## src/cdf_pkg.sv

```systemverilog
// cdf_pkg: shared constants of the channel diagnosis flag block.
// assumes an 8-bit serial frame, msb first, one command per frame.
package cdf_pkg;

  // ************************************************************
  // frame format
  // ************************************************************
  localparam int unsigned FRAME_BITS     = 8;
  localparam int unsigned CNT_W          = 4;
  localparam logic [3:0]  FRAME_BITS_CNT = 4'h8;
  // diagnosis overload flags clear on this rising edge (second)
  localparam logic [3:0]  CLEAR_EDGE_IDX = 4'h1;
  // thermal copy is held clear until this rising edge (third)
  localparam logic [3:0]  REARM_EDGE_IDX = 4'h2;

  // ************************************************************
  // command codes in the upper nibble of a write frame
  // ************************************************************
  localparam logic [3:0]  HW_CONFIG_CODE = 4'hc;
  localparam logic [3:0]  DIAG_CTRL_CODE = 4'hd;
  localparam logic [3:0]  LOAD_TYPE_CODE = 4'ha;
  localparam int unsigned CMD_MSB        = 7;
  localparam int unsigned CMD_LSB        = 4;

  // ************************************************************
  // field positions
  // ************************************************************
  localparam int unsigned CLEAR_THERMAL_POS = 0;
  localparam int unsigned CONFIG_LSB        = 1;
  localparam int unsigned CONFIG_MSB        = 2;
  localparam int unsigned SENSE_SEL_LSB     = 0;
  localparam int unsigned SENSE_SEL_MSB     = 2;
  localparam int unsigned LED_LSB           = 0;
  localparam int unsigned LED_MSB           = 2;

  // ************************************************************
  // sense multiplexer codes and reset values
  // ************************************************************
  localparam logic [2:0]  SENSE_OFF_CODE    = 3'h6;
  localparam logic [2:0]  SENSE_SEL_RESET   = 3'h6;
  localparam logic [2:0]  LED_MODE_RESET    = 3'h0;
  localparam logic [1:0]  CONFIG_RESET      = 2'h0;
  localparam int unsigned LED_CHANNELS      = 3;

endpackage

```

## src/cdf_frame_if.sv

```systemverilog
// cdf_frame_if: frame events passed from the serial front end to the
// diagnosis core; both ends run on core_clk.
`timescale 1ns/1ps
interface cdf_frame_if;
  logic       frame_start;
  logic       frame_end;
  logic       rise;
  logic [3:0] rise_count;
  logic [7:0] rx_byte;
  logic [7:0] tx_word;

  modport link (
    output frame_start,
    output frame_end,
    output rise,
    output rise_count,
    output rx_byte,
    input  tx_word
  );

  modport core (
    input  frame_start,
    input  frame_end,
    input  rise,
    input  rise_count,
    input  rx_byte,
    output tx_word
  );
endinterface

```

## src/cdf_spi_frontend.sv

```systemverilog
// cdf_spi_frontend: samples the serial pins with core_clk, finds the
// clock edges and shifts frames in and out.
// assumes sclk idles low and is several core_clk periods long.
`timescale 1ns/1ps
module cdf_spi_frontend (
  input  wire logic  core_clk,
  input  wire logic  reset,
  input  wire logic  sclk,
  input  wire logic  cs_n,
  input  wire logic  mosi,
  output logic       miso,
  output logic       miso_oe,
  cdf_frame_if.link  fr
);

  // ************************************************************
  // pin synchronisers
  // ************************************************************
  logic       sclk_s1_q, sclk_s2_q, sclk_s3_q;
  logic       cs_n_s1_q, cs_n_s2_q, cs_n_s3_q;
  logic       mosi_s1_q, mosi_s2_q;
  logic [3:0] rise_count_q;
  logic [7:0] rx_q;
  logic [7:0] tx_q;
  logic       active;
  logic       rise;
  logic       fall;

  always_ff @(posedge core_clk) begin
    if (reset) begin
      sclk_s1_q <= 1'b0;
      sclk_s2_q <= 1'b0;
      sclk_s3_q <= 1'b0;
      cs_n_s1_q <= 1'b1;
      cs_n_s2_q <= 1'b1;
      cs_n_s3_q <= 1'b1;
      mosi_s1_q <= 1'b0;
      mosi_s2_q <= 1'b0;
    end else begin
      sclk_s1_q <= sclk;
      sclk_s2_q <= sclk_s1_q;
      sclk_s3_q <= sclk_s2_q;
      cs_n_s1_q <= cs_n;
      cs_n_s2_q <= cs_n_s1_q;
      cs_n_s3_q <= cs_n_s2_q;
      mosi_s1_q <= mosi;
      mosi_s2_q <= mosi_s1_q;
    end
  end

  assign active = ~cs_n_s2_q;
  assign rise   = active & sclk_s2_q & ~sclk_s3_q;
  assign fall   = active & ~sclk_s2_q & sclk_s3_q;

  // ************************************************************
  // edge count and shift registers
  // ************************************************************
  always_ff @(posedge core_clk) begin
    if (reset) begin
      rise_count_q <= 4'h0;
    end else if (fr.frame_start) begin
      rise_count_q <= 4'h0;
    end else if (rise && rise_count_q != 4'hf) begin
      rise_count_q <= rise_count_q + 4'h1;
    end
  end

  always_ff @(posedge core_clk) begin
    if (reset) begin
      rx_q <= 8'h00;
    end else if (rise) begin
      rx_q <= {rx_q[6:0], mosi_s2_q};
    end
  end

  // the word is captured at select, so a clear later in the frame
  // cannot change what this frame reports
  always_ff @(posedge core_clk) begin
    if (reset) begin
      tx_q <= 8'h00;
    end else if (fr.frame_start) begin
      tx_q <= fr.tx_word;
    end else if (fall) begin
      tx_q <= {tx_q[6:0], 1'b0};
    end
  end

  assign fr.frame_start = cs_n_s3_q & ~cs_n_s2_q;
  assign fr.frame_end   = ~cs_n_s3_q & cs_n_s2_q;
  assign fr.rise        = rise;
  assign fr.rise_count  = rise_count_q;
  assign fr.rx_byte     = rx_q;
  assign miso           = tx_q[7];
  assign miso_oe        = active;

endmodule

```

## src/cdf_diag_top.sv

```systemverilog
// cdf_diag_top: per-channel error flags, thermal latches, sense
// multiplexer and bypass monitor behind the serial frame port.
// assumes channel status inputs are asynchronous digital levels.
//
// How it works
// RL1: the host sends the hardware config command as a write frame with upper nibble 1100, clear-thermal at bit 0, config at bits 1 and 2.
// RL2: a clear-thermal bit of 1 clears every thermal latch, 0 leaves them alone.
// RL3: each error flag is the OR of the thermal copy and the latched overload monitor.
// RL4: overload indications stay latched until reported, then clear on the second rising serial edge.
// RL5: an overtemperature latches the channel off until a clear-thermal command, even when off.
// RL6: after a clear-thermal the thermal copy clears in the next frame and rearms after its third rising edge.
// RL7: a persisting overload sets the error flag again right after it clears.
// RL8: the on-state flag is 1 for limitation, short to ground, dynamic and thermal shutdown, else 0.
// RL9: the bypass monitor reads 1 for a large drain-source voltage and 0 for a small one.
// RL10: the sense output is off for a channel in overcurrent or overtemperature.
// RL11: exactly one channel is routed to the sense pin by the select field, or none.
// RL12: channels 0 to 2 pick their sense ratio from their load-type bit.
// RL13: select code 110 disables the sense output.
// RL14: the bypass monitor compares the channel chosen by the sense select.
// RL15: a dynamic temperature shutdown keeps setting the error flag even after it is read.
// RL16: a load-type bit of 1 means led mode, 0 bulb mode.
// RL17: a set and a clear in the same cycle leave the flag set; the thermal copy in the error flags clears even while its latch is set.
`timescale 1ns/1ps
module cdf_diag_top #(
  parameter int unsigned NUM_CH = 6
) (
  input  wire logic              core_clk,
  input  wire logic              reset,
  input  wire logic              sclk,
  input  wire logic              cs_n,
  input  wire logic              mosi,
  output logic                   miso,
  output logic                   miso_oe,
  input  wire logic [NUM_CH-1:0] overload_mon,
  input  wire logic [NUM_CH-1:0] overtemp_det,
  input  wire logic [NUM_CH-1:0] dyn_temp_shutdown,
  input  wire logic [NUM_CH-1:0] vds_high,
  output logic      [NUM_CH-1:0] thermal_latch,
  output logic      [NUM_CH-1:0] channel_error_flag,
  output logic                   bypass_monitor_status,
  output logic                   sense_enable,
  output logic      [2:0]        sense_select,
  output logic                   sense_led_ratio,
  output logic      [2:0]        led_mode_bit,
  output logic      [1:0]        config_bits
);

  // ************************************************************
  // elaboration checks
  // ************************************************************
  // the 3-bit select must keep code 110 free for the off setting
  if (NUM_CH < cdf_pkg::LED_CHANNELS || NUM_CH > 6) begin : g_bad_ch
    $error("cdf_diag_top: NUM_CH must lie between 3 and 6");
  end

  // ************************************************************
  // serial front end
  // ************************************************************
  cdf_frame_if fr ();

  cdf_spi_frontend u_frontend (
    .core_clk (core_clk),
    .reset    (reset),
    .sclk     (sclk),
    .cs_n     (cs_n),
    .mosi     (mosi),
    .miso     (miso),
    .miso_oe  (miso_oe),
    .fr       (fr)
  );

  // ************************************************************
  // channel input synchronisers
  // ************************************************************
  logic [NUM_CH-1:0] ol_s1_q, ol_s2_q;
  logic [NUM_CH-1:0] ot_s1_q, ot_s2_q;
  logic [NUM_CH-1:0] dt_s1_q, dt_s2_q;
  logic [NUM_CH-1:0] vds_s1_q, vds_s2_q;

  always_ff @(posedge core_clk) begin
    if (reset) begin
      ol_s1_q  <= '0;
      ol_s2_q  <= '0;
      ot_s1_q  <= '0;
      ot_s2_q  <= '0;
      dt_s1_q  <= '0;
      dt_s2_q  <= '0;
      vds_s1_q <= '0;
      vds_s2_q <= '0;
    end else begin
      ol_s1_q  <= overload_mon;
      ol_s2_q  <= ol_s1_q;
      ot_s1_q  <= overtemp_det;
      ot_s2_q  <= ot_s1_q;
      dt_s1_q  <= dyn_temp_shutdown;
      dt_s2_q  <= dt_s1_q;
      vds_s1_q <= vds_high;
      vds_s2_q <= vds_s1_q;
    end
  end

  // ************************************************************
  // command decode
  // ************************************************************
  function automatic logic is_cmd(input logic [7:0] b,
                                  input logic [3:0] code);
    return b[cdf_pkg::CMD_MSB:cdf_pkg::CMD_LSB] == code;
  endfunction

  logic whole_frame;
  logic hw_cfg_wr;
  logic clear_thermal;
  logic diag_ctrl_wr;
  logic load_type_wr;

  assign whole_frame   = fr.frame_end &&
                         fr.rise_count == cdf_pkg::FRAME_BITS_CNT;
  assign hw_cfg_wr     = whole_frame &&
                         is_cmd(fr.rx_byte, cdf_pkg::HW_CONFIG_CODE); // RL1
  assign clear_thermal = hw_cfg_wr &&
                         fr.rx_byte[cdf_pkg::CLEAR_THERMAL_POS]; // RL2
  assign diag_ctrl_wr  = whole_frame &&
                         is_cmd(fr.rx_byte, cdf_pkg::DIAG_CTRL_CODE);
  assign load_type_wr  = whole_frame &&
                         is_cmd(fr.rx_byte, cdf_pkg::LOAD_TYPE_CODE);

  // ************************************************************
  // configuration registers
  // ************************************************************
  logic [2:0] sense_sel_q;
  logic [2:0] led_q;
  logic [1:0] config_q;

  always_ff @(posedge core_clk) begin
    if (reset) begin
      config_q <= cdf_pkg::CONFIG_RESET;
    end else if (hw_cfg_wr) begin
      config_q <= fr.rx_byte[cdf_pkg::CONFIG_MSB:cdf_pkg::CONFIG_LSB];
    end
  end

  always_ff @(posedge core_clk) begin
    if (reset) begin
      sense_sel_q <= cdf_pkg::SENSE_SEL_RESET;
    end else if (diag_ctrl_wr) begin
      sense_sel_q <=
        fr.rx_byte[cdf_pkg::SENSE_SEL_MSB:cdf_pkg::SENSE_SEL_LSB];
    end
  end

  always_ff @(posedge core_clk) begin
    if (reset) begin
      led_q <= cdf_pkg::LED_MODE_RESET;
    end else if (load_type_wr) begin
      led_q <= fr.rx_byte[cdf_pkg::LED_MSB:cdf_pkg::LED_LSB]; // RL16
    end
  end

  // ************************************************************
  // thermal latches in the gate control
  // ************************************************************
  logic [NUM_CH-1:0] thermal_q;

  // set wins, so a channel still too hot stays latched off
  always_ff @(posedge core_clk) begin
    if (reset) begin
      thermal_q <= '0;
    end else begin
      thermal_q <= (clear_thermal ? '0 : thermal_q) | ot_s2_q; // RL5 RL17
    end
  end

  // ************************************************************
  // thermal copy in the error flags
  // ************************************************************
  logic              rearm_wait_q;
  logic              rearm_hold_q;
  logic [NUM_CH-1:0] ot_copy_q;
  logic              clear_edge;
  logic              rearm_edge;

  assign clear_edge = fr.rise && fr.rise_count == cdf_pkg::CLEAR_EDGE_IDX;
  assign rearm_edge = fr.rise && fr.rise_count == cdf_pkg::REARM_EDGE_IDX;

  // a clear-thermal command arms a copy clear for the next frame
  always_ff @(posedge core_clk) begin
    if (reset) begin
      rearm_wait_q <= 1'b0;
    end else if (clear_thermal) begin
      rearm_wait_q <= 1'b1; // RL6
    end else if (clear_edge) begin
      rearm_wait_q <= 1'b0;
    end
  end

  // copy is held clear from the second to the third rising edge
  always_ff @(posedge core_clk) begin
    if (reset) begin
      rearm_hold_q <= 1'b0;
    end else if (clear_edge && rearm_wait_q) begin
      rearm_hold_q <= 1'b1; // RL6
    end else if (rearm_edge || fr.frame_end) begin
      rearm_hold_q <= 1'b0;
    end
  end

  // the frame after the command still reports the old thermal state,
  // because its word was captured before the copy clears
  always_ff @(posedge core_clk) begin
    if (reset) begin
      ot_copy_q <= '0;
    end else if ((clear_edge && rearm_wait_q) || rearm_hold_q) begin
      ot_copy_q <= '0; // RL6
    end else begin
      ot_copy_q <= ot_copy_q | thermal_q;
    end
  end

  // ************************************************************
  // overload flags
  // ************************************************************
  logic [NUM_CH-1:0] ol_flag_q;
  logic [NUM_CH-1:0] ol_set;

  // dynamic shutdown counts as overload: it is set again when read
  assign ol_set = ol_s2_q | dt_s2_q; // RL8 RL15

  always_ff @(posedge core_clk) begin
    if (reset) begin
      ol_flag_q <= '0;
    end else begin
      ol_flag_q <= (clear_edge ? '0 : ol_flag_q) | ol_set; // RL4 RL7 RL17
    end
  end

  // ************************************************************
  // diagnosis word
  // ************************************************************
  logic [NUM_CH-1:0] err;
  logic [7:0]        diag_word;

  assign err       = ol_flag_q | ot_copy_q; // RL3
  assign diag_word = {1'b0, bypass_monitor_status,
                      {(6 - NUM_CH){1'b0}}, err};
  assign fr.tx_word = diag_word;

  // ************************************************************
  // sense multiplexer and bypass monitor
  // ************************************************************
  logic       sel_valid;
  logic       sel_fault;
  logic       sel_vds;
  logic       sel_led;
  logic       sense_en_q;
  logic       bypass_q;
  logic       led_ratio_q;

  always_comb begin
    sel_valid = sense_sel_q != cdf_pkg::SENSE_OFF_CODE &&
                32'(sense_sel_q) < NUM_CH; // RL13
    sel_fault = 1'b0;
    sel_vds   = 1'b0;
    sel_led   = 1'b0;
    for (int i = 0; i < NUM_CH; i++) begin
      if (sel_valid && 32'(sense_sel_q) == i) begin
        sel_fault = ol_s2_q[i] | dt_s2_q[i] | thermal_q[i]; // RL10
        sel_vds   = vds_s2_q[i]; // RL14
        if (i < cdf_pkg::LED_CHANNELS) begin
          sel_led = led_q[i]; // RL12
        end
      end
    end
  end

  always_ff @(posedge core_clk) begin
    if (reset) begin
      sense_en_q  <= 1'b0;
      bypass_q    <= 1'b0;
      led_ratio_q <= 1'b0;
    end else begin
      sense_en_q  <= sel_valid & ~sel_fault; // RL10 RL11
      bypass_q    <= sel_vds; // RL9 RL14
      led_ratio_q <= sel_led; // RL12
    end
  end

  // ************************************************************
  // outputs
  // ************************************************************
  assign thermal_latch         = thermal_q;
  assign channel_error_flag    = err;
  assign bypass_monitor_status = bypass_q;
  assign sense_enable          = sense_en_q;
  assign sense_select          = sense_sel_q;
  assign sense_led_ratio       = led_ratio_q;
  assign led_mode_bit          = led_q;
  assign config_bits           = config_q;

endmodule

```

## config.mk

```make
export PLATFORM = sky130hd
export DESIGN_NAME = cdf_diag_top
export DESIGN_NICKNAME = d
export VERILOG_FILES = /design/src/cdf_pkg.sv /design/src/cdf_frame_if.sv /design/src/cdf_spi_frontend.sv /design/src/cdf_diag_top.sv
export SDC_FILE = /design/constraint.sdc
export NUM_CORES = 1
export LEC_CHECK = 0
export ABC_AREA = 1
export BUFFER_PORTS_ARGS = -buffer_cell sky130_fd_sc_hd__buf_2
export CAP_MARGIN = 20
export CORE_UTILIZATION = 45
export CTS_CLUSTER_SIZE = 10
export DETAILED_ROUTE_END_ITERATION = 8
export PLACE_DENSITY = 0.65
export SLEW_MARGIN = 15
export SYNTH_ARGS = -nofsm -noshare
export SYNTH_HDL_FRONTEND = slang
export SYNTH_HIERARCHICAL = 1
export SYNTH_SLANG_ARGS = --single-unit
```

## constraint.sdc

```tcl
create_clock -name core_clk -period 1.9 [get_ports core_clk]
set_clock_uncertainty 0.15 [all_clocks]
set_input_delay 0.19 -clock core_clk [delete_from_list [all_inputs] [get_ports core_clk]]
set_output_delay 0.19 -clock core_clk [all_outputs]
set_load 0.05 [all_outputs]
```

==> flow_metrics.py, run 1 <==
metrics = {
    "worst_hold_path": {
        "hp-class": "in2reg",
    },
    "drt": {
        "antenna_left": 0,
        "route.detailed.drc": 0,
        "routed_wl_um": 7450,
        "wl_per_cell_um": 10.8,
        "vias": 3078,
        "drt_iter0_drc": 124,
        "vias_per_cell": 4.47,
        "dr.pass1.iters": 4,
    },
    "cells_and_area": {
        "fin_nets": 608,
        "n_antenna_cell": 0,
        "drive_above_1_share": 0.170,
        "fill_cells": 781,
        "final_cells": 688,
        "area_growth_pct": 22.0,
    },
    "clocking": {
        "clockBufferDepth": 2,
        "cts.sinks": 107,
        "root_buffer": "clkbuf_8",
        "ctsResizeCount": 0,
        "path_clk_slew_ps": 100,
        "ctsHoldBuffers": 27,
        "cts_buffers": 9,
        "cts_setup_buffers": 0,
        "clock_latency_ps": 360,
        "h-tree-depth": 3,
        "cts_tree": "yes",
    },
    "global_routing": {
        "grt_max_degree": 50,
        "grtUsageTotal": 0.176,
        "gr-total-overflow": 0,
        "grt_pass1_wl_um": 12100,
        "antenna_found_initial": 0,
        "grt_pass1_vias": 2657,
    },
    "critical_path": {
        "end_kind": "flip-flop",
        "crit_path_start_kind": "flip-flop",
        "cp_data_arrival_time_ps": 1690,
        "critical_path_class": "reg2reg",
        "crit_fanout": 7,
        "worst_ep_required_time_ps": 2000,
    },
    "place": {
        "hpwlAfterDp_um": 5000,
        "gp_congestion": 0.825,
        "dp_cells": 645,
        "numPortBuffers": 53,
    },
    "floorplanning": {
        "coreArea_mm2": 0.00826,
        "fp.dieArea_mm2": 0.00893,
        "start_util": 0.466,
        "io_pins": 54,
        "die_h_um": 94.5,
        "die_x_um": 94.5,
        "core.rowCount": 33,
    },
    "power_and_ir_drop": {
        "seqPwrFrac": 0.569,
        "p_leak_nw": 2.16,
        "comb_power_share": 0.089,
        "swShare": 0.253,
        "ir_worst_vdd_uv": 532,
        "powerDensity_mw_per_mm2": 883,
        "clkPwrFrac": 0.342,
        "power.net_switching_mw": 1.05,
        "p_int_mw": 3.10,
    },
    "yosys": {
        "synth.most_common_cell": "dfxtp_1",
        "synth_nets": 524,
        "yosys-top-cells-count": "107 x dfxtp_1, 106 x nor2_1, 90 x nand2_1",
        "synth_edf_count": 0,
        "netlist_area_mm2": 0.00385,
        "yosys_warnings": 6,
        "synth_area_leaders": "dfxtp_1 56%, nor2_1 10%, nand2_1 8.8%, inv_1 7.4%, a21oi_1 4.4%",
        "synth-seq-cells": 107,
        "yosysUniqueCellTypes": 33,
        "async_reset_ff_frac": 0,
        "yosysSeqAreaShare": 0.557,
        "yosys.area.top_type": "dfxtp_1",
        "synth_cells": 494,
        "yosysTopAreaCellShare": 0.557,
        "avgSynthCellArea_um2": 7.79,
        "synth_flop_cell": "dfxtp_1",
    },
    "flow_run": {
        "drv_cap": 0,
    },
    "status": {
        "status": "finished, final reports clean",
    },
    "timing": {
        "slew_viol_final": 0,
        "tns_ps": 0,
        "rsz0062_at_grt": "no",
        "setup_viol": 0,
        "hold_viol_final": 0,
        "clock.fmax_ghz": 0.630,
        "period_needed_ps": 1590,
        "period_share": 0.835,
    },
}
-- area by class of cell --
class	count	area [µm²]	share of cell area
Sequential cell	107	2140	0.456
Multi-Input combinational cell	293	1320	0.281
Timing Repair Buffer	85	586	0.125
Inverter	82	308	0.0655
Tap cell	105	131	0.0280
Clock buffer	9	124	0.0264
Clock inverter	7	85.1	0.0181
-- worst max-delay path: stages (launching register included) --
cell	delay (ps)
dfxtp_1	380
inv_1	80
nor3_1	340
nand3_1	320
nand2_1	150
a21oi_1	70
-- cells in the final DEF, fill, tap and decap left out, types with 2 or more instances in the layout --
cell / count
a21oi_1: 34
dlygate4sd3_1: 27
inv_2: 5
inv_1: 76
nand3_1: 18
o21ai_0: 3
or2_2: 9
nand4_1: 4
dfxtp_1: 107
nor2_1: 106
buf_4: 4
o211ai_1: 4
buf_2: 53
a31oi_1: 2
clkbuf_8: 9
nand2_1: 90
or2_1: 2
nor2_4: 2
nor3_1: 3
inv_6: 3
nor2_2: 2
nand2_2: 2
nand3b_1: 3
-- metrics by stage --
stage          instance area (µm²)  worst slack (ps)  hold WS, ps  utilization  power (mW)
2_1_floorplan                 3850               333          142            -        2.64
3_3_place_gp                  4220               360          225        0.511        2.73
3_5_place_dp                  4220               334          229        0.511        2.74
4_1_cts                       4700               303         70.8        0.569        4.20
5_1_grt                       4700               174         97.2        0.569        4.33
6_report                      4700               313         83.2        0.569        4.14
-- flip-flops by register name (all words and copies together), names as in the netlist, 2 cells and up --
name                      flops
u_frontend/fr.rx_byte         8
ol_s2_q                       6
thermal_latch                 6
u_frontend/tx_q               8
ot_copy_q                     6
vds_s2_q                      6
sense_select                  3
ot_s2_q                       6
config_bits                   2
dt_s2_q                       6
ol_flag_q                     6
led_mode_bit                  3
vds_s1_q                      6
u_frontend/fr.rise_count      4
dt_s1_q                       6
ot_s1_q                       6
ol_s1_q                       6
-- per-layer routing --
layer / track usage / routed length [µm] / vias up / part of all wire
met3: 0.0362 / 303 / 9 / 0.041
met2: 0.281 / 3390 / 64 / 0.46
met5: 0 / 0 / - / 0
met4: 0.0758 / 102 / 0 / 0.014
li1: - / - / 1649 / -
met1: 0.230 / 3650 / 1356 / 0.49
-- path summary, 6_finish.rpt --
kind / startpoint / end / slack (ps) / cells after the start
max: u_frontend/sclk_s2_q / ol_flag_q[2] / 310 / 5
min: reset / vds_s2_q[2] / 80 / 2
max reg2reg: u_frontend/sclk_s2_q / ol_flag_q[2] / 310 / 5
min reg2reg: ol_s1_q[0] / ol_s2_q[0] / 250 / 2
-- power by group through the flow --
stage	Clock, mW	Combinational [mW]	Sequential [mW]
after detailed placement	0	0.326	2.41
after global placement	0	0.321	2.41
after global routing	1.55	0.407	2.37
after CTS	1.47	0.369	2.36
final	1.42	0.368	2.36
after floorplan	0	0.212	2.43
-- logic make-up after synthesis --
logic type,count (synthesis),synth area share
other,1,0.000974
AOI/OAI and AO/OA,44,0.0605
adders and majority gates,1,0.00325
DFF,107,0.557
buffers and inverters,94,0.100
and+or+nand+nor,247,0.278
(Power assumes the default switching activity.)
==> run 2, diff against run 1 <==
--- a/config.mk
+++ b/config.mk
@@ -5,13 +5,13 @@
 export SDC_FILE = /design/constraint.sdc
 export NUM_CORES = 1
 export LEC_CHECK = 0
-export ABC_AREA = 1
+export ABC_AREA = 0
 export BUFFER_PORTS_ARGS = -buffer_cell sky130_fd_sc_hd__buf_2
 export CAP_MARGIN = 20
 export CORE_UTILIZATION = 45
 export CTS_CLUSTER_SIZE = 10
 export DETAILED_ROUTE_END_ITERATION = 8
-export PLACE_DENSITY = 0.65
+export PLACE_DENSITY = 0.68
 export SLEW_MARGIN = 15
 export SYNTH_ARGS = -nofsm -noshare
 export SYNTH_HDL_FRONTEND = slang
==> constraint.sdc (replaced) <==
create_clock -name core_clk -period 1.45 [get_ports core_clk]
set_clock_uncertainty 0.15 [all_clocks]
set_input_delay 0.145 -clock core_clk [delete_from_list [all_inputs] [get_ports core_clk]]
set_output_delay 0.145 -clock core_clk [all_outputs]
set_load 0.05 [all_outputs]
==> run 2 against run 1 <==
The run now ends with setup timing left; clock power grew 32%; critical path depth up 1; combinational power is 54% higher; fmax rose by 0.54%; critical path type unchanged; critical endpoint is now rearm_hold_q.
==> flow_metrics.py, run 2 <==
metrics = {
    "cells_and_area": {
        "mostFrequentLayoutCell": "dfxtp_1",
        "fill_cells": 630,
        "n_antenna_cell": 0,
        "layout_common_cells": "96 x dfxtp_1, 58 x nor2b_1, 42 x buf_2",
        "area_growth_pct": 33.3,
        "drive_above_1_share": 0.291,
        "finish.utilization": 0.631,
        "final_cells": 572,
        "stdcell_area_mm2": 0.00495,
        "fin_nets": 495,
    },
    "drt": {
        "vias_per_cell": 4.81,
        "wl_per_cell_um": 12.8,
        "drt_iter0_drc": 131,
        "antenna_left": 0,
        "route.detailed.drc": 0,
        "vias": 2751,
        "dr.pass1.iters": 4,
        "routed_wl_um": 7300,
    },
    "critical_path": {
        "crit_fanout": 8,
        "worst_ep_required_time_ps": 1560,
        "crit_buf_inv": 1,
        "end_kind": "flip-flop",
        "crit_family": "simple AND/OR/NAND/NOR gates",
        "slowest_delay_ps": 430,
        "critPathSlowestCell": "or3b_4",
        "crit_path_start_kind": "flip-flop",
        "critical_path_class": "reg2reg",
        "path_cells": "nor2_1, nand2_1, inv_2, or3b_4, o311ai_4, a21oi_2",
        "cp_data_arrival_time_ps": 1690,
    },
    "floorplanning": {
        "coreArea_mm2": 0.00785,
        "die_h_um": 92.9,
        "start_util": 0.474,
        "io_pins": 54,
        "die_x_um": 92.9,
        "core.rowCount": 32,
        "fp.dieArea_mm2": 0.00863,
    },
    "yosys": {
        "avgSynthCellArea_um2": 10.2,
        "synth-xor-area-share": 0.00236,
        "synthSimpleGateAreaFrac": 0.224,
        "yosys_warnings": 6,
        "synth_nets": 395,
        "synthAdderAreaFrac": 0.00337,
        "yosysSeqAreaShare": 0.576,
        "yosysTopAreaCellShare": 0.576,
        "netlist_area_mm2": 0.00372,
        "yosys.area.top_type": "dfxtp_1",
        "synth_compound_area_frac": 0.101,
        "synth-seq-cells": 107,
        "async_reset_ff_frac": 0,
        "synth_edf_count": 0,
        "synth_cells": 365,
        "yosysUniqueCellTypes": 46,
        "synth_area_leaders": "dfxtp_1 58%, nor2b_1 10%, mux2i_1 4.3%, nand2_1 3.1%, nor2_1 2.7%",
        "synthMuxAreaShare": 0.0522,
        "synth_flop_cell": "dfxtp_1",
        "synth.most_common_cell": "dfxtp_1",
        "synth_top_family_by_area": "simple AND/OR/NAND/NOR gates",
        "yosys-top-cells-count": "107 x dfxtp_1, 60 x nor2b_1, 31 x nand2_1",
    },
    "global_routing": {
        "grt_pass1_vias": 2515,
        "gr-total-overflow": 0,
        "met3_usage": 0.0616,
        "grt_pass1_wl_um": 11600,
        "grt.busiest_layer": "met2",
        "grtUsageTotal": 0.175,
        "met1_usage": 0.216,
        "use_met2": 0.286,
        "antenna_found_initial": 0,
        "grt_max_degree": 54,
    },
    "clocking": {
        "path_clk_slew_ps": 100,
        "clock_latency_ps": 370,
        "cts.sinks": 107,
        "root_buffer": "clkbuf_8",
        "clockBufferDepth": 2,
        "cts_tree": "yes",
        "h-tree-depth": 3,
        "cts_buffers": 9,
    },
    "timing": {
        "period_share": 1.09,
        "hold_viol_final": 0,
        "period_needed_ps": 1580,
        "slew_headroom": 0.667,
        "clock.fmax_ghz": 0.634,
        "slew_viol_final": 0,
        "tightest_slew_ps": 499,
        "setup_viol": 21,
        "fin_ws_ps": -128,
        "rsz0062_at_grt": "yes",
    },
    "place": {
        "gp_congestion": 0.778,
        "hpwlAfterDp_um": 4820,
        "numPortBuffers": 53,
        "dp_cells": 521,
        "preCtsSetupSlack_ps": -184,
        "placed_area_mm2": 0.00420,
    },
    "power_and_ir_drop": {
        "powerDensity_mw_per_mm2": 1120,
        "ir_worst_vdd_uv": 755,
        "finalPower_mw": 5.54,
        "p_leak_nw": 1.97,
    },
    "status": {
        "status": "finished with violations",
        "failed_checks": "setup timing",
    },
    "worst_hold_path": {
        "hp-class": "in2reg",
    },
    "flow_run": {
        "drv_cap": 0,
    },
}
## run 2: what timing repair did
item / in CTS / in global routing
gates cloned: 0 / 1
endpoints found under the hold margin: 27 / 0
pin swaps: 1 / 10
setup endpoints to repair: 38 / 43
setup buffers: 2 / 8
resized for setup: 36 / 31
hold buffers: 27 / 0
## run 2: area by class of cell
type                            instances  area, µm²  share of cell area
Timing Repair Buffer                  107        872               0.176
Multi-Input combinational cell        229       1540               0.311
Inverter                               11       41.3             0.00834
Tap cell                              102        128              0.0258
Sequential cell                       107       2160               0.436
Clock buffer                           10        138              0.0278
Clock inverter                          6       72.6              0.0147
## run 2: power by group
| part | switching, mW | leakage [nW] | internal, mW |
|---|---|---|---|
| clock network | 1.01 | 0.103 | 0.864 |
| registers | 0.0530 | 0.880 | 3.05 |
| logic | 0.283 | 0.988 | 0.282 |
| total | 1.35 | 1.97 | 4.19 |
## run 2: final timing paths
check                       startpoint                   end  slack [ps]  cells after the start
setup / recovery  u_frontend/cs_n_s2_q          rearm_hold_q        -130                      6
hold reg to reg   u_frontend/cs_n_s1_q  u_frontend/cs_n_s2_q         280                      1
hold / removal                   reset          ot_copy_q[1]         110                      3
setup reg to reg  u_frontend/cs_n_s2_q          rearm_hold_q        -130                      6
## run 2: logic make-up (layout without fill, tap and decap cells)
family,after synthesis,count (layout)
DFF,107,107
muxes,18,18
xor gates and xnor gates,1,1
AOI/OAI and AO/OA,56,56
and+or+nand+nor,152,152
other,1,1
buffers and inverters,29,134
adders and majority gates,1,1
## run 2: metal layers
layer,vias up,part of all wire
met4,0,0.011
met2,59,0.49
met5,-,0
li1,1413,-
met1,1271,0.45
met3,8,0.046
## run 2: worst register-to-register path: stages, from the launching register on
cell and delay [ps]:
dfxtp_2 340, nor2_1 80, nand2_1 80, inv_2 80
or3b_4 430, o311ai_4 240, a21oi_2 80
## run 2: stage by stage
step                      hold slack, ps  TNS (ps)
after CTS                            121     -1270
after global placement               197     -1800
after detailed placement             201     -2750
after global routing                 111     -4190
after floorplan                     66.6     -3890
final                                114     -1620
==> run 3, diff against run 2 <==
--- a/config.mk
+++ b/config.mk
@@ -8,10 +8,12 @@
 export ABC_AREA = 0
 export BUFFER_PORTS_ARGS = -buffer_cell sky130_fd_sc_hd__buf_2
 export CAP_MARGIN = 20
-export CORE_UTILIZATION = 45
+export CELL_PAD_IN_SITES_DETAIL_PLACEMENT = 1
+export CELL_PAD_IN_SITES_GLOBAL_PLACEMENT = 1
+export CORE_UTILIZATION = 39
 export CTS_CLUSTER_SIZE = 10
 export DETAILED_ROUTE_END_ITERATION = 8
-export PLACE_DENSITY = 0.68
+export PLACE_DENSITY_LB_ADDON = 0.1
 export SLEW_MARGIN = 15
 export SYNTH_ARGS = -nofsm -noshare
 export SYNTH_HDL_FRONTEND = slang
==> constraint.sdc (replaced) <==
create_clock -name core_clk -period 1.45 [get_ports core_clk]
set_clock_uncertainty 0.15 [all_clocks]
set_input_delay 0.145 -clock core_clk [delete_from_list [all_inputs] [get_ports core_clk]]
set_output_delay 0.145 -clock core_clk [all_outputs]
set_load 0.005 [all_outputs]
==> run 3 against run 2 <==
The run still ends with setup timing left; critical path depth unchanged; clock power about the same; wire length increased by 13%; register-to-register slack about the same; via count increased by 2.0%; power decreased by 2.8%; non-clock buffer count increased by 2; worst setup slack improved by 6.4 ps; core utilization decreased by 9.7 points; fmax increased by 0.41%; critical endpoint unchanged.
==> flow_metrics.py, run 3 (same netlist as run 2, synthesis figures left out) <==
metrics = {
    "critical_path": {
        "critical_path_depth": 6,
        "path_cells": "nor2_1, nand2_1, inv_2, or3b_4, o311ai_4, a21oi_1",
        "cp_data_arrival_time_ps": 1690,
        "crit_path_start_kind": "flip-flop",
        "end_kind": "flip-flop",
        "crit_family": "simple AND/OR/NAND/NOR gates",
        "r2r-start": "u_frontend/sclk_s3_q",
        "r2r_end": "rearm_hold_q",
        "reg2reg_slack_ps": -120,
        "cp-startpoint": "u_frontend/sclk_s3_q",
        "critical_path_class": "reg2reg",
        "crit_fanout": 8,
        "reg2reg_depth": 6,
        "endpoint": "rearm_hold_q",
        "slowest_delay_ps": 440,
        "worst_ep_required_time_ps": 1560,
        "crit_buf_inv": 1,
        "critPathSlowestCell": "or3b_4",
    },
    "cells_and_area": {
        "mostFrequentLayoutCell": "dfxtp_1",
        "layout_common_cells": "97 x dfxtp_1, 58 x nor2b_1, 53 x buf_2",
        "area_growth_pct": 32.9,
        "regArea_mm2": 0.00215,
        "n_antenna_cell": 0,
        "stdcell_area_mm2": 0.00494,
        "fin_nets": 497,
        "drive_above_1_share": 0.303,
        "finish.utilization": 0.534,
        "fill_cells": 1022,
        "multiInputGateArea_mm2": 0.00157,
    },
    "global_routing": {
        "grt_pass1_wl_um": 13800,
        "gr-total-overflow": 0,
        "antenna_found_initial": 0,
        "grtUsageTotal": 0.180,
        "grt_max_degree": 34,
        "grt_pass1_vias": 2892,
    },
    "floorplanning": {
        "fp.dieArea_mm2": 0.00992,
        "core.rowCount": 35,
        "start_util": 0.402,
        "die_h_um": 99.6,
        "coreArea_mm2": 0.00924,
        "die_x_um": 99.6,
        "io_pins": 54,
    },
    "drt": {
        "drt_iter0_drc": 83,
        "vias_per_cell": 4.67,
        "routed_wl_um": 8270,
        "route.detailed.drc": 0,
        "wl_per_cell_um": 13.8,
        "antenna_left": 0,
        "vias": 2805,
        "dr.pass1.iters": 4,
    },
    "status": {
        "failed_checks": "setup timing",
        "status": "finished with violations",
    },
    "timing": {
        "period_share": 1.08,
        "tns_ps": -1550,
        "slew_viol_final": 0,
        "clock.fmax_ghz": 0.636,
        "period_needed_ps": 1570,
        "rsz0062_at_grt": "yes",
        "hold_viol_final": 0,
        "fin_ws_ps": -122,
        "setup_viol": 23,
    },
    "clocking": {
        "root_buffer": "clkbuf_8",
        "cts_tree": "yes",
        "clockBufferDepth": 2,
        "cts.sinks": 107,
        "clock_latency_ps": 380,
        "cts_buffers": 9,
        "path_clk_slew_ps": 110,
        "h-tree-depth": 3,
    },
    "worst_hold_path": {
        "hp-class": "in2reg",
        "hold_path_depth": 3,
    },
    "place": {
        "hpwlAfterDp_um": 5660,
        "gp_congestion": 0.781,
        "placed_area_mm2": 0.00430,
        "numPortBuffers": 53,
        "preCtsSetupSlack_ps": -334,
    },
    "flow_run": {
        "drv_cap": 0,
    },
    "power_and_ir_drop": {
        "powerDensity_mw_per_mm2": 1090,
        "p_leak_nw": 1.96,
        "ir_worst_vdd_uv": 595,
    },
}
==> run 3: through the flow <==
step / std cells / hold slack, ps / total power [mW]
3_3_place_gp: 556 / 178 / 3.48
4_1_cts: 600 / 72.0 / 5.43
2_1_floorplan: 365 / 66.6 / 3.35
5_1_grt: 601 / 44.2 / 5.66
6_report: 601 / 22.5 / 5.38
3_5_place_dp: 556 / 179 / 3.50
==> run 3: worst min-delay path: cells and delay by family <==
family,cells,cell delay (ps)
and+or+nand+nor,2,220
buffers and inverters,1,170
==> run 3: final cells by class <==
cell class | instances | share of cell area
clock buffers | 9 | 0.0251
well taps | 129 | 0.0327
repair buffers | 109 | 0.162
clock inverters | 7 | 0.0175
inverters | 11 | 0.00887
multi-input cells | 229 | 0.318
flip-flops and latches | 107 | 0.436
==> run 3: repair_timing <==
item	CTS	global route
hold buffers	27	0
endpoints found under the setup margin	37	39
setup buffers	2	1
resized for setup	25	21
pin swaps	2	5
endpoints found under the hold margin	27	0
==> run 3: how the worst min path moves through the flow <==
| stage | start | end | slack [ps] |
|---|---|---|---|
| floorplan | reset | u_frontend/mosi_s1_q | 70 |
| global placement | cs_n | u_frontend/cs_n_s1_q | 180 |
| detailed placement | cs_n | u_frontend/cs_n_s1_q | 180 |
| CTS | reset | u_frontend/fr.rise_count[0] | 70 |
| global route | reset | u_frontend/fr.rise_count[0] | 40 |
| finish | reset | u_frontend/fr.rise_count[0] | 20 |
==> run 3: layer usage <==
metal,global-route usage,up-vias,wire length [µm]
li1,-,1420,-
met1,0.236,1330,3990
met2,0.292,45,3940
met3,0.0365,10,200
met4,0.0724,0,136
met5,0,-,0
==> run 3: report_power, final <==
group	total [mW]	switching [mW]	internal, mW
logic	0.416	0.175	0.241
clock network	1.86	1.16	0.704
registers	3.11	0.0535	3.05
